$ cat src/inc/ilc_defs.vh
`ifndef ILC_DEFS_VH
`define ILC_DEFS_VH

// Register byte offsets.
`define ILC_OFF_IRQ_EN 12'h000
`define ILC_OFF_IRQ_DIS 12'h004
`define ILC_OFF_IRQ_MASK 12'h008
`define ILC_OFF_IRQ_STAT 12'h00c
`define ILC_OFF_OD_EN 12'h010
`define ILC_OFF_OD_DIS 12'h014
`define ILC_OFF_OD_STAT 12'h018
`define ILC_OFF_PU_DIS 12'h020
`define ILC_OFF_PU_EN 12'h024
`define ILC_OFF_PU_STAT 12'h028
`define ILC_OFF_FA_SEL 12'h030
`define ILC_OFF_FB_SEL 12'h034
`define ILC_OFF_F_STAT 12'h038
`define ILC_OFF_OW_EN 12'h040
`define ILC_OFF_OW_DIS 12'h044
`define ILC_OFF_OW_STAT 12'h048
`define ILC_OFF_OUT_LVL 12'h050

// Reset values.
`define ILC_RST_IRQ_MASK 32'h00000000
`define ILC_RST_OD 32'h00000000
`define ILC_RST_PU_OFF 32'h00000000
`define ILC_RST_FUNC 32'h00000000
`define ILC_RST_OW 32'h00000000
`define ILC_RST_OUT_LVL 32'h00000000

// Input synchroniser depth.
`define ILC_SYNC_STAGES 3

`endif

$ cat src/rtl/ilc_line_sync.v
// Three-stage synchroniser with change detect; a change counts once stages two and three agree.
module ilc_line_sync #(
    parameter WIDTH = 32
) (
    // Clock and reset
    input wire pclk,
    input wire presetn,
    // Pins and result
    input wire [WIDTH-1:0] pin_in,
    output reg [WIDTH-1:0] level_r,
    output wire [WIDTH-1:0] change
);
    reg [WIDTH-1:0] s1_r;
    reg [WIDTH-1:0] s2_r;
    reg [WIDTH-1:0] s3_r;
    reg primed_r;
    reg [1:0] fill_r;

    always @(posedge pclk or negedge presetn) begin
        if (!presetn) begin
            s1_r <= {WIDTH{1'b0}};
            s2_r <= {WIDTH{1'b0}};
            s3_r <= {WIDTH{1'b0}};
            level_r <= {WIDTH{1'b0}};
            primed_r <= 1'b0;
            fill_r <= 2'd0;
        end else begin
            s1_r <= pin_in;
            s2_r <= s1_r;
            s3_r <= s2_r;
            if (fill_r != 2'd3) begin
                fill_r <= fill_r + 2'd1;
            end
            // The reset zeros in the stages are not a pin level, so wait until they are flushed.
            if ((fill_r == 2'd3) && (s2_r == s3_r)) begin
                level_r <= s3_r;
                primed_r <= 1'b1;
            end
        end
    end

    // The first settled level after reset is not reported as a change.
    assign change = (primed_r && (s2_r == s3_r)) ? (s3_r ^ level_r) : {WIDTH{1'b0}};
endmodule // ilc_line_sync

$ cat src/rtl/ilc_set_clr.v
// One per-line state bit set by one register and cleared by its partner.
module ilc_set_clr #(
    parameter WIDTH = 32,
    parameter [WIDTH-1:0] RESET_VAL = {WIDTH{1'b0}}
) (
    // Clock and reset
    input wire pclk,
    input wire presetn,
    // Strobes
    input wire set_wr,
    input wire clr_wr,
    input wire [WIDTH-1:0] wdata,
    // State
    output reg [WIDTH-1:0] state_r
);
    always @(posedge pclk or negedge presetn) begin
        if (!presetn) begin
            state_r <= RESET_VAL;
        end else if (set_wr) begin
            state_r <= state_r | wdata;
        end else if (clr_wr) begin
            state_r <= state_r & ~wdata;
        end
    end
endmodule // ilc_set_clr

$ cat src/rtl/ilc_top.v
`include "ilc_defs.vh"

module ilc_top #(
    parameter LINES = 32
) (
    // Clock and reset
    input wire pclk,
    input wire presetn,
    // APB slave
    input wire psel,
    input wire penable,
    input wire pwrite,
    input wire [11:0] paddr,
    input wire [31:0] pwdata,
    output reg [31:0] prdata,
    output reg pready,
    output reg pslverr,
    // Pins
    input wire [LINES-1:0] pin_in,
    output reg [LINES-1:0] pin_out,
    output reg [LINES-1:0] pin_oe,
    output reg [LINES-1:0] pullup_on,
    // Function routing and drive request from the controller core
    input wire [LINES-1:0] drive_req,
    output reg [LINES-1:0] func_second,
    // Interrupt
    output reg irq
);
    wire setup = psel && !penable;
    wire wr = setup && pwrite;
    wire rd = setup && !pwrite;

    wire [LINES-1:0] wd = pwdata[LINES-1:0];
    wire [LINES-1:0] irq_mask;
    wire [LINES-1:0] od_state;
    wire [LINES-1:0] pu_off;
    wire [LINES-1:0] f_state;
    wire [LINES-1:0] ow_state;
    wire [LINES-1:0] line_level;
    wire [LINES-1:0] line_change;
    reg [LINES-1:0] irq_stat_r;
    reg [LINES-1:0] out_lvl_r;
    reg [31:0] rd_nxt;
    reg hit_nxt;

    // Interrupt mask pair.
    ilc_set_clr #(.WIDTH(LINES), .RESET_VAL(`ILC_RST_IRQ_MASK)) u_mask (
        .pclk(pclk),
        .presetn(presetn),
        .set_wr(wr && (paddr == `ILC_OFF_IRQ_EN)),
        .clr_wr(wr && (paddr == `ILC_OFF_IRQ_DIS)),
        .wdata(wd),
        .state_r(irq_mask)
    );

    // Open-drain pair.
    ilc_set_clr #(.WIDTH(LINES), .RESET_VAL(`ILC_RST_OD)) u_od (
        .pclk(pclk),
        .presetn(presetn),
        .set_wr(wr && (paddr == `ILC_OFF_OD_EN)),
        .clr_wr(wr && (paddr == `ILC_OFF_OD_DIS)),
        .wdata(wd),
        .state_r(od_state)
    );

    // Pull-up pair; stored as "off" so the status reads the inverted sense directly.
    ilc_set_clr #(.WIDTH(LINES), .RESET_VAL(`ILC_RST_PU_OFF)) u_pu (
        .pclk(pclk),
        .presetn(presetn),
        .set_wr(wr && (paddr == `ILC_OFF_PU_DIS)),
        .clr_wr(wr && (paddr == `ILC_OFF_PU_EN)),
        .wdata(wd),
        .state_r(pu_off)
    );

    // Function select pair; 1 means second function.
    ilc_set_clr #(.WIDTH(LINES), .RESET_VAL(`ILC_RST_FUNC)) u_func (
        .pclk(pclk),
        .presetn(presetn),
        .set_wr(wr && (paddr == `ILC_OFF_FB_SEL)),
        .clr_wr(wr && (paddr == `ILC_OFF_FA_SEL)),
        .wdata(wd),
        .state_r(f_state)
    );

    // Output write gating pair.
    ilc_set_clr #(.WIDTH(LINES), .RESET_VAL(`ILC_RST_OW)) u_ow (
        .pclk(pclk),
        .presetn(presetn),
        .set_wr(wr && (paddr == `ILC_OFF_OW_EN)),
        .clr_wr(wr && (paddr == `ILC_OFF_OW_DIS)),
        .wdata(wd),
        .state_r(ow_state)
    );

    ilc_line_sync #(.WIDTH(LINES)) u_sync (
        .pclk(pclk),
        .presetn(presetn),
        .pin_in(pin_in),
        .level_r(line_level),
        .change(line_change)
    );

    // Status: a change in the same cycle as the clearing read survives.
    always @(posedge pclk or negedge presetn) begin
        if (!presetn) begin
            irq_stat_r <= {LINES{1'b0}};
        end else if (rd && (paddr == `ILC_OFF_IRQ_STAT)) begin
            irq_stat_r <= line_change;
        end else begin
            irq_stat_r <= irq_stat_r | line_change;
        end
    end

    // Direct output level writes only reach lines with writing enabled.
    always @(posedge pclk or negedge presetn) begin
        if (!presetn) begin
            out_lvl_r <= `ILC_RST_OUT_LVL;
        end else if (wr && (paddr == `ILC_OFF_OUT_LVL)) begin
            out_lvl_r <= (out_lvl_r & ~ow_state) | (wd & ow_state);
        end
    end

    // Read decode; write-only offsets read zero without error, unmapped offsets read zero with pslverr.
    always @* begin
        rd_nxt = 32'h00000000;
        hit_nxt = 1'b1;
        if (paddr == `ILC_OFF_IRQ_MASK) begin
            rd_nxt[LINES-1:0] = irq_mask;
        end else if (paddr == `ILC_OFF_IRQ_STAT) begin
            rd_nxt[LINES-1:0] = irq_stat_r;
        end else if (paddr == `ILC_OFF_OD_STAT) begin
            rd_nxt[LINES-1:0] = od_state;
        end else if (paddr == `ILC_OFF_PU_STAT) begin
            rd_nxt[LINES-1:0] = pu_off;
        end else if (paddr == `ILC_OFF_F_STAT) begin
            rd_nxt[LINES-1:0] = f_state;
        end else if (paddr == `ILC_OFF_OW_STAT) begin
            rd_nxt[LINES-1:0] = ow_state;
        end else if (paddr == `ILC_OFF_OUT_LVL) begin
            rd_nxt[LINES-1:0] = out_lvl_r;
        end else if ((paddr == `ILC_OFF_IRQ_EN) || (paddr == `ILC_OFF_IRQ_DIS) ||
                     (paddr == `ILC_OFF_OD_EN) || (paddr == `ILC_OFF_OD_DIS) ||
                     (paddr == `ILC_OFF_PU_EN) || (paddr == `ILC_OFF_PU_DIS) ||
                     (paddr == `ILC_OFF_FA_SEL) || (paddr == `ILC_OFF_FB_SEL) ||
                     (paddr == `ILC_OFF_OW_EN) || (paddr == `ILC_OFF_OW_DIS)) begin
            rd_nxt = 32'h00000000;
        end else begin
            hit_nxt = 1'b0;
        end
    end

    // No wait state: setup cycle, then pready in the first access cycle.
    always @(posedge pclk or negedge presetn) begin
        if (!presetn) begin
            prdata <= 32'h00000000;
            pready <= 1'b0;
            pslverr <= 1'b0;
        end else if (setup) begin
            prdata <= pwrite ? 32'h00000000 : rd_nxt;
            pready <= 1'b1;
            pslverr <= !hit_nxt;
        end else begin
            prdata <= 32'h00000000;
            pready <= 1'b0;
            pslverr <= 1'b0;
        end
    end

    // Pin drivers are registered so every output comes from a flip-flop.
    always @(posedge pclk or negedge presetn) begin
        if (!presetn) begin
            pin_out <= {LINES{1'b0}};
            pin_oe <= {LINES{1'b0}};
            pullup_on <= {LINES{1'b0}};
            func_second <= {LINES{1'b0}};
            irq <= 1'b0;
        end else begin
            pin_out <= out_lvl_r & ~od_state;
            pin_oe <= drive_req & (~od_state | ~out_lvl_r);
            pullup_on <= ~pu_off;
            func_second <= f_state;
            irq <= |(irq_stat_r & irq_mask);
        end
    end
endmodule // ilc_top

$ cat config.mk
export PLATFORM = sky130hd
export DESIGN_NAME = ilc_top
export DESIGN_NICKNAME = d
export VERILOG_FILES = /design/src/rtl/ilc_line_sync.v /design/src/rtl/ilc_set_clr.v /design/src/rtl/ilc_top.v
export VERILOG_INCLUDE_DIRS = /design/src /design/src/inc
export SDC_FILE = /design/constraint.sdc
export NUM_CORES = 1
export LEC_CHECK = 0
export BUFFER_PORTS_ARGS = -buffer_cell sky130_fd_sc_hd__buf_2
export CAP_MARGIN = 5
export CORE_ASPECT_RATIO = 0.5
export CORE_MARGIN = 2
export CORE_UTILIZATION = 52
export CTS_CLUSTER_SIZE = 10
export DETAILED_ROUTE_END_ITERATION = 12
export GPL_ROUTABILITY_DRIVEN = 0
export HOLD_SLACK_MARGIN = 0.08
export PLACE_DENSITY = 0.8
export SLEW_MARGIN = 20
export SYNTH_ARGS = -nofsm -noshare
export SYNTH_HDL_FRONTEND = slang
export SYNTH_SLANG_ARGS = --single-unit
$ cat constraint.sdc
create_clock -name pclk -period 2 [get_ports pclk]
set_clock_uncertainty 0.2 [all_clocks]
set_input_delay 0.1 -clock pclk [delete_from_list [all_inputs] [get_ports pclk]]
set_output_delay 0.1 -clock pclk [all_outputs]
set_load 0.005 [all_outputs]
* Word-level counts from Yosys, hierarchy flattened
Cells that the tools add are included.
** Storage, ports and cells
- Output and inout bits :: 163
- Logic and storage cells :: 132
- Bits in registers :: 518
- Bits of input ports :: 113
** Cells by class
- Reduce and logical (&&, ||, !) cells :: 36
- Bitwise logic cells :: 24
- Equality and inequality tests :: 19
- $add $sub $neg :: 1
- Muxes and demuxes :: 31
** Operator list (count)
- two-way mux 32 bit :: 21
- bitwise AND 32 bit :: 10
- OR 32 bit :: 8
- inverter 32 bit :: 5
- == test 12 x 6 -> 1 bit, second input constant :: 6
- == test 12 x 7 -> 1 bit, second input constant :: 4
- == test 12 x 5 -> 1 bit, second input constant :: 3
- == test 32 bit :: 1
- OR reduction 32 bit :: 1
- XOR 32 bit :: 1
- == test 12 x 4 -> 1 bit, second input constant :: 2
- logical AND 1 bit :: 17
- == test 12 x 3 -> 1 bit, second input constant :: 1
- logical NOT 12 bit :: 1
- two-way mux 1 bit :: 10
- nonzero test 2 bit :: 5
- logical OR 1 bit :: 9
- logical NOT 1 bit :: 3
- adder 2 x 1 -> 2 bit, second input constant :: 1
- == test 2 bit, second input constant :: 1
- inequality test 2 bit, second input constant :: 1

* Logic depth before layout (Yosys ltp)
Gate-level depths: netlist of the first run.
- Depth in word-level cells :: 20
- Gate-level depth with buffers :: 9
- Gate-level depth less buffers :: 5

* Hierarchy
Synthesis of the first run repeated with hierarchy kept, for this count alone.
** Unflattened totals
- Cell total of the unflattened synthesis :: 1674
- Area total of the unflattened synthesis :: 20887.5 um^2
** Modules (own cells, without submodules)
- ilc_top :: seq. area each 5680.4 um^2, instances 1, cells each 883, area each 10035.9 um^2
- ilc_set_clr :: seq. area each 800.8 um^2, instances 5, cells each 102, area each 1249.9 um^2
- ilc_line_sync :: seq. area each 3278.1 um^2, instances 1, cells each 281, area each 4601.9 um^2

* Worst setup path before layout of the first run
No wires, ideal clock.
- Path kind :: input-to-reg
- From :: input port paddr[11]
- To :: register (tool-made name)
- Data arrival time :: 1919 ps
- Library setup time :: 127 ps
- Cell stages on the path :: 7
- Buffers on the path :: 2
- Required time :: 1673 ps
- Path slack :: -246 ps
- Path through :: or4_4 -> or3_1 -> buf_2 -> nor3_4 -> buf_2 -> nand2_1 -> mux2_1
** RTL lines
- start: declaration :: RTL line ilc_top.v:13 : input wire [11:0] paddr,

* Worst setup path in the final report of the first run
- From :: register u_sync.s3_r[15]
- To :: register u_sync.level_r[23]
** On the way
- Longest elaborated chain between the ends :: 2
** RTL lines
- start: declaration :: RTL line ilc_line_sync.v:15 : reg [WIDTH-1:0] s3_r;
- start signal: assignment :: RTL line ilc_line_sync.v:23 : s3_r <= {WIDTH{1'b0}};
- start signal: assignment :: RTL line ilc_line_sync.v:30 : s3_r <= s2_r;
- == test 32 bit :: RTL line ilc_line_sync.v:35 : if ((fill_r == 2'd3) && (s2_r == s3_r)) begin
- logical AND 1 bit :: RTL line ilc_line_sync.v:35
- end signal: assignment :: RTL line ilc_line_sync.v:24 : level_r <= {WIDTH{1'b0}};
- end signal: assignment :: RTL line ilc_line_sync.v:36 : level_r <= s3_r;
- end: declaration :: RTL line ilc_line_sync.v:10 : output reg [WIDTH-1:0] level_r,
No other way between the ends.
A chain may end at the register's enable or synchronous reset.

==> metrics.txt, run 1 <==
outcome complete, but fails checks; violated checks setup timing; GRT Util Overall 29.07%; Async SR Flop Fraction 100.0%; fin util 69.84%; Rows 51; Syn Inst Count 1730; synth top area cells dfrtp_1 62%, mux2i_1 7.1%, nand2_1 4.8%, mux2_1 3.3%, xnor2_1 2.7%; slew at the pin closest to its max-slew limit 0.7800 ns; final-report hold violation count 0; Ports 276; share of layout cells above drive strength 1 29.17%; endpoints failing setup 50; min Tclk post-route 2.120 ns; syn nets 1844; vias in the first global route 16570; H-tree Lvls 2; clk slew on worst S/H paths 0.05 ns; drt pass-1 iters 6; Total Nets Final 2390; min-delay src paddr[6]; WL/cell 21.78 um; routed vias 16100; total grt overflow 0; IO buf count 275; DRC violations left 0; Initial Util 53.26%; fin worst setup slack -0.1203 ns; synth warn 0; most frequent cell after synthesis dfrtp_1; Die X-Extent 287.8 um; Slew Limit Fails 0; Sink Count 518; PwrDens 764.1 mW/mm2; post-route cell area 0.02745 mm2; FILL cells 2638; worst hold path class input port to flip-flop; Routed Wire Length 61.13 mm; WS Path Type flip-flop to flip-flop; DP Area 0.02427 mm2; Max IR drop VDD 0.7631 mV; Antenna Nets Post-Route 0; area of the multi-input gates 0.007507 mm2; Post-Syn Area per Cell 12.10 um2; CP max FO 18; CP required 2.26 ns; TNS Setup -3.498 ns; first-pass GRT wire length 94.47 mm; initial antenna violation count 0; Critical Path Start u_sync.s3_r[15]; register area share after synthesis 61.92%; Synth cell types 49; Post-synth EDFFs 0; fmax 471.6 MHz; pre-CTS WS -0.5171 ns; CORE AREA 0.03931 mm2; Synth Cell Area 0.02093 mm2; Seq. cell area 0.01296 mm2; clk_lat worst skew 0.59 ns; Area Growth Syn to Fin 31.14%; number of buffers created by CTS 57; top_reg_cell synth dfrtp_1; Die ar. 0.04198 mm2; largest net degree at the start of global routing 153; crit path DAT 2.38 ns; top cell type by total area after synthesis dfrtp_1; max-capacitance violation count 0; RSZ-0062 raised after global routing true; final period utilization 106.0%; 1st-iter DRT viols 1807; Longest Clk Path Bufs 3; CP endpoint kind flip-flop; detailed placer's ending HPWL 39.48 mm; CTS root buf clkbuf_16; Crit Reg-Reg Startpoint u_sync.s3_r[15]; Die Y 145.9 um; synth cell count leaders 518 x dfrtp_1, 269 x nand2_1, 148 x mux2i_1; startpoint types flip-flop; Vias/cell 5.736; Max-slew headroom 48.00%; top cell type's share of synthesized area 61.92%; Leak 14.03 nW; #FFs+latches synth 518; CTS tree built
final timing paths:
kind                       slack (ns)  cells past startpoint                  to
max                             -0.12                      6  u_sync.level_r[23]
min                              0.03                      6           flip-flop
max reg2reg                     -0.12                      6  u_sync.level_r[23]
min reg2reg                      0.14                      0      u_sync.s2_r[7]
max in group asynchronous        0.45                      4           async pin
min in group asynchronous        0.41                      3     u_sync.s2_r[17]
per-stage QoR:
step,hold WS [ns],power (mW),cells
finish,0.03174,20.98,2807
global route,0.02643,21.67,2806
floorplan,-0.3956,11.24,1730
CTS,-0.04481,21.05,2796
global placement,-0.1140,11.95,2588
detailed placement,-0.1091,11.97,2588
final cells by class:
cell class / count / share of cell area [%]
inverter: 129 / 1.773
timing repair buffer: 586 / 15.92
multi-input combinational: 984 / 27.35
clock inverter: 1 / 0.07292
antenna: 1 / 0.009115
clock buffer: 58 / 5.246
sequential: 518 / 47.22
tap: 530 / 2.416
metal layers:
layer	GRT usage (%)	vias up	part of all wire, %
met4	10.41	0	3.7
li1	-	6926	-
met1	39.30	8122	40
met5	0	-	0
met3	7.429	193	9.8
met2	45.81	859	47
timing repair:
| item | 4_1_cts | 5_1_grt |
|---|---|---|
| cloned | 1 | 1 |
| buffers inserted | 2 | 6 |
| endpoints found under the hold margin | 808 | 11 |
| setup endpoints to repair | 64 | 156 |
| hold buffers | 146 | 5 |
| resized for setup | 9 | 20 |
| pin swaps | 6 | 10 |
critical path, cell delays in order, from the launching register on:
cell	delay, ns
dfrtp_1	0.39
xnor2_1	0.16
nand4_1	0.20
nor4_4	0.38
nand3_2	0.18
buf_12	0.21
mux2_2	0.28
where the power goes:
group	internal (mW)	switching, mW
registers	10.6	0.0752
clock network	5.02	3.90
logic	0.590	0.756
total	16.2	4.74
layout by cell type (no fill, tap or decap), types with 3 or more instances in the layout:
cell	synthesis	layout
mux2_1	62	62
a22oi_1	29	29
a222oi_1	12	12
nor2b_1	36	34
nand2_2	0	59
o22ai_1	17	17
nor4_2	0	3
nand3_2	0	3
buf_4	3	135
a221oi_2	18	20
nand2_1	269	210
a21o_1	13	13
clkbuf_16	0	58
a21oi_1	34	34
nand4_1	10	10
o21ai_0	16	16
inv_1	128	128
o2bb2ai_1	62	37
buf_2	23	273
o2bb2ai_2	0	25
and2_1	18	18
buf_6	2	10
a21boi_0	32	32
buf_12	0	17
dfrtp_1	518	517
nand3_1	20	17
dlygate4sd3_1	0	147
xnor2_1	65	65
nor4_4	1	4
nor2_1	21	19
mux2_2	37	37
o21ai_1	30	30
mux2i_1	148	148
cells by family after synthesis:
kind of cell	count (synthesis)	synth area share, %
flops	518	61.92
simple gates	400	8.679
compound gates	271	9.868
mux	247	12.40
buf+inv	228	4.351
xor+xnor	65	2.720
fa+ha+maj	1	0.05976
(Power assumes the default switching activity.)
==> run 2: changes to the inputs <==
- PLACE_DENSITY: 0.8 -> 0.83
- SKIP_CTS_REPAIR_TIMING: default -> 1
==> run 2 against run 1 <==
The run still ends with setup timing left. Fmax down 0.35%. Highest routed layer unchanged. Hold slack better by 0.0067 ns. Routed wire length down 0.14%. Sequential share of layout area up 0.16 points.
==> metrics.txt, run 2 (synthesis results as in run 1) <==
min-delay src paddr[8]; Slew Limit Fails 0; number of buffers created by CTS 57; outcome complete, but fails checks; clk_lat worst skew 0.59 ns; 1st-iter DRT viols 1976; Routed Wire Length 61.04 mm; Max-slew headroom 45.28%; drt pass-1 iters 9; RSZ-0062 raised after global routing true; initial antenna violation count 1; Rows 51; vias in the first global route 15710; Area Growth Syn to Fin 30.73%; CP required 2.27 ns; Critical Path, Cell by Cell xnor2_1 > nand4_1 > nor4_4 > nand3_2 > buf_12 > mux2_2; TNS Setup -4.303 ns; fin util 69.62%; final-report hold violation count 0; Min-Delay Endpoint prdata[4]; Hold Crit Depth 7; Crit Reg-Reg Startpoint u_sync.s3_r[13]; critical path's slowest cell dfrtp_1; slew at the pin closest to its max-slew limit 0.8207 ns; Antenna Nets Post-Route 0; CP delay by family, top simple AND/OR/NAND/NOR gates; routed vias 16070; most common cell after layout, fill and taps aside dfrtp_1; Die X-Extent 287.8 um; CORE AREA 0.03931 mm2; Initial Util 53.26%; detailed placer's ending HPWL 39.22 mm; R2R Setup Slk -0.13 ns; Die Y 145.9 um; Die ar. 0.04198 mm2; WP depth 6; min Tclk post-route 2.128 ns; CTS root buf clkbuf_16; GRT Util Overall 27.37%; IO buf count 275; max-capacitance violation count 0; r2r worst-path depth 6; worst hold path class input port to flip-flop; commonest non-fill, non-tap cells in the layout 515 x dfrtp_1, 273 x buf_2, 210 x nand2_1; WL/cell 21.87 um; Leak 13.95 nW; RR Endpoint u_sync.level_r[24]; DRC violations left 0; DP Area 0.02433 mm2; fin worst setup slack -0.1278 ns; H-tree Lvls 2; Vias/cell 5.756; Tot Pwr 21.13 mW; CP Buf/Inv Count 1; Sink Count 518; CP endpoint kind flip-flop; largest net degree at the start of global routing 170; CP max FO 20; startpoint types flip-flop; Max IR drop VDD 0.6367 mV; final hold slack 0.03844 ns; first-pass GRT wire length 89.18 mm; CTS tree built; fmax 470.0 MHz; total grt overflow 0; FILL cells 2617; clk slew on worst S/H paths 0.06 ns; post-route cell area 0.02737 mm2; Critical Path Max Stage Delay 0.41 ns; crit path DAT 2.40 ns; violated checks setup timing; share of layout cells above drive strength 1 28.63%; PwrDens 772.0 mW/mm2; Longest Clk Path Bufs 3; final period utilization 106.4%; Total Nets Final 2371; WS Path Type flip-flop to flip-flop; endpoints failing setup 57; Ports 276
-- run 2: cell count changes in the layout (fill, tap and decap cells not counted), sizes merged --
cell          delta
dlymetal6s4s     -2
dlygate4sd3      -2
clkinv           +1
clkbuf           +1
buf             -14
-- run 2: final cells by class --
class                   count  area (um2)  share of cell area [%]
clock buffers              60        1459                   5.331
diodes                      1       2.502                0.009144
well taps                 530       663.1                   2.423
multi-input cells         984        7468                   27.29
repair buffers            567        4284                   15.65
flip-flops and latches    518       12970                   47.38
inverters                 129       486.7                   1.779
clock inverters             2       36.28                  0.1326
-- run 2: tightest hold or removal path, stage by stage --
cell and delay [ns]:
buf_2 0.09, or4_4 0.14, buf_4 0.13, nor3_2 0.05
buf_4 0.15, nand2_1 0.07, a221oi_2 0.06
-- run 2: stage by stage --
step                std cells  worst slack (ns)
global placement         2582           -0.4444
detailed placement       2582           -0.5074
floorplan                1730           -0.2080
CTS                      2644           -0.1838
finish                   2791           -0.1278
global route             2791           -0.2292
-- run 2: per-layer routing --
metal | share of wire [%] | wire length (um) | track usage [%]
met5 | 0 | 0 | 0
met4 | 3.4 | 2079 | 9.378
met3 | 10 | 6310 | 7.633
met1 | 39 | 23660 | 37.83
met2 | 47 | 28990 | 41.89
-- run 2: report_power, final --
group | internal, mW | switching (mW) | leakage (nW)
registers | 10.6 | 0.0795 | 6.09
logic | 0.577 | 0.749 | 7.13
clock network | 5.09 | 4.00 | 0.734
total | 16.3 | 4.83 | 13.9
-- run 2: worst max-delay path by stage --
stage,startpoint,to,slack [ns]
after floorplan,paddr[11],flip-flop,-0.21
after global placement,paddr[11],flip-flop,-0.44
after global routing,u_sync.s3_r[13],u_sync.level_r[24],-0.23
final,u_sync.s3_r[13],u_sync.level_r[24],-0.13
after CTS,u_sync.s3_r[27],u_sync.level_r[24],-0.18
after detailed placement,paddr[11],flip-flop,-0.51
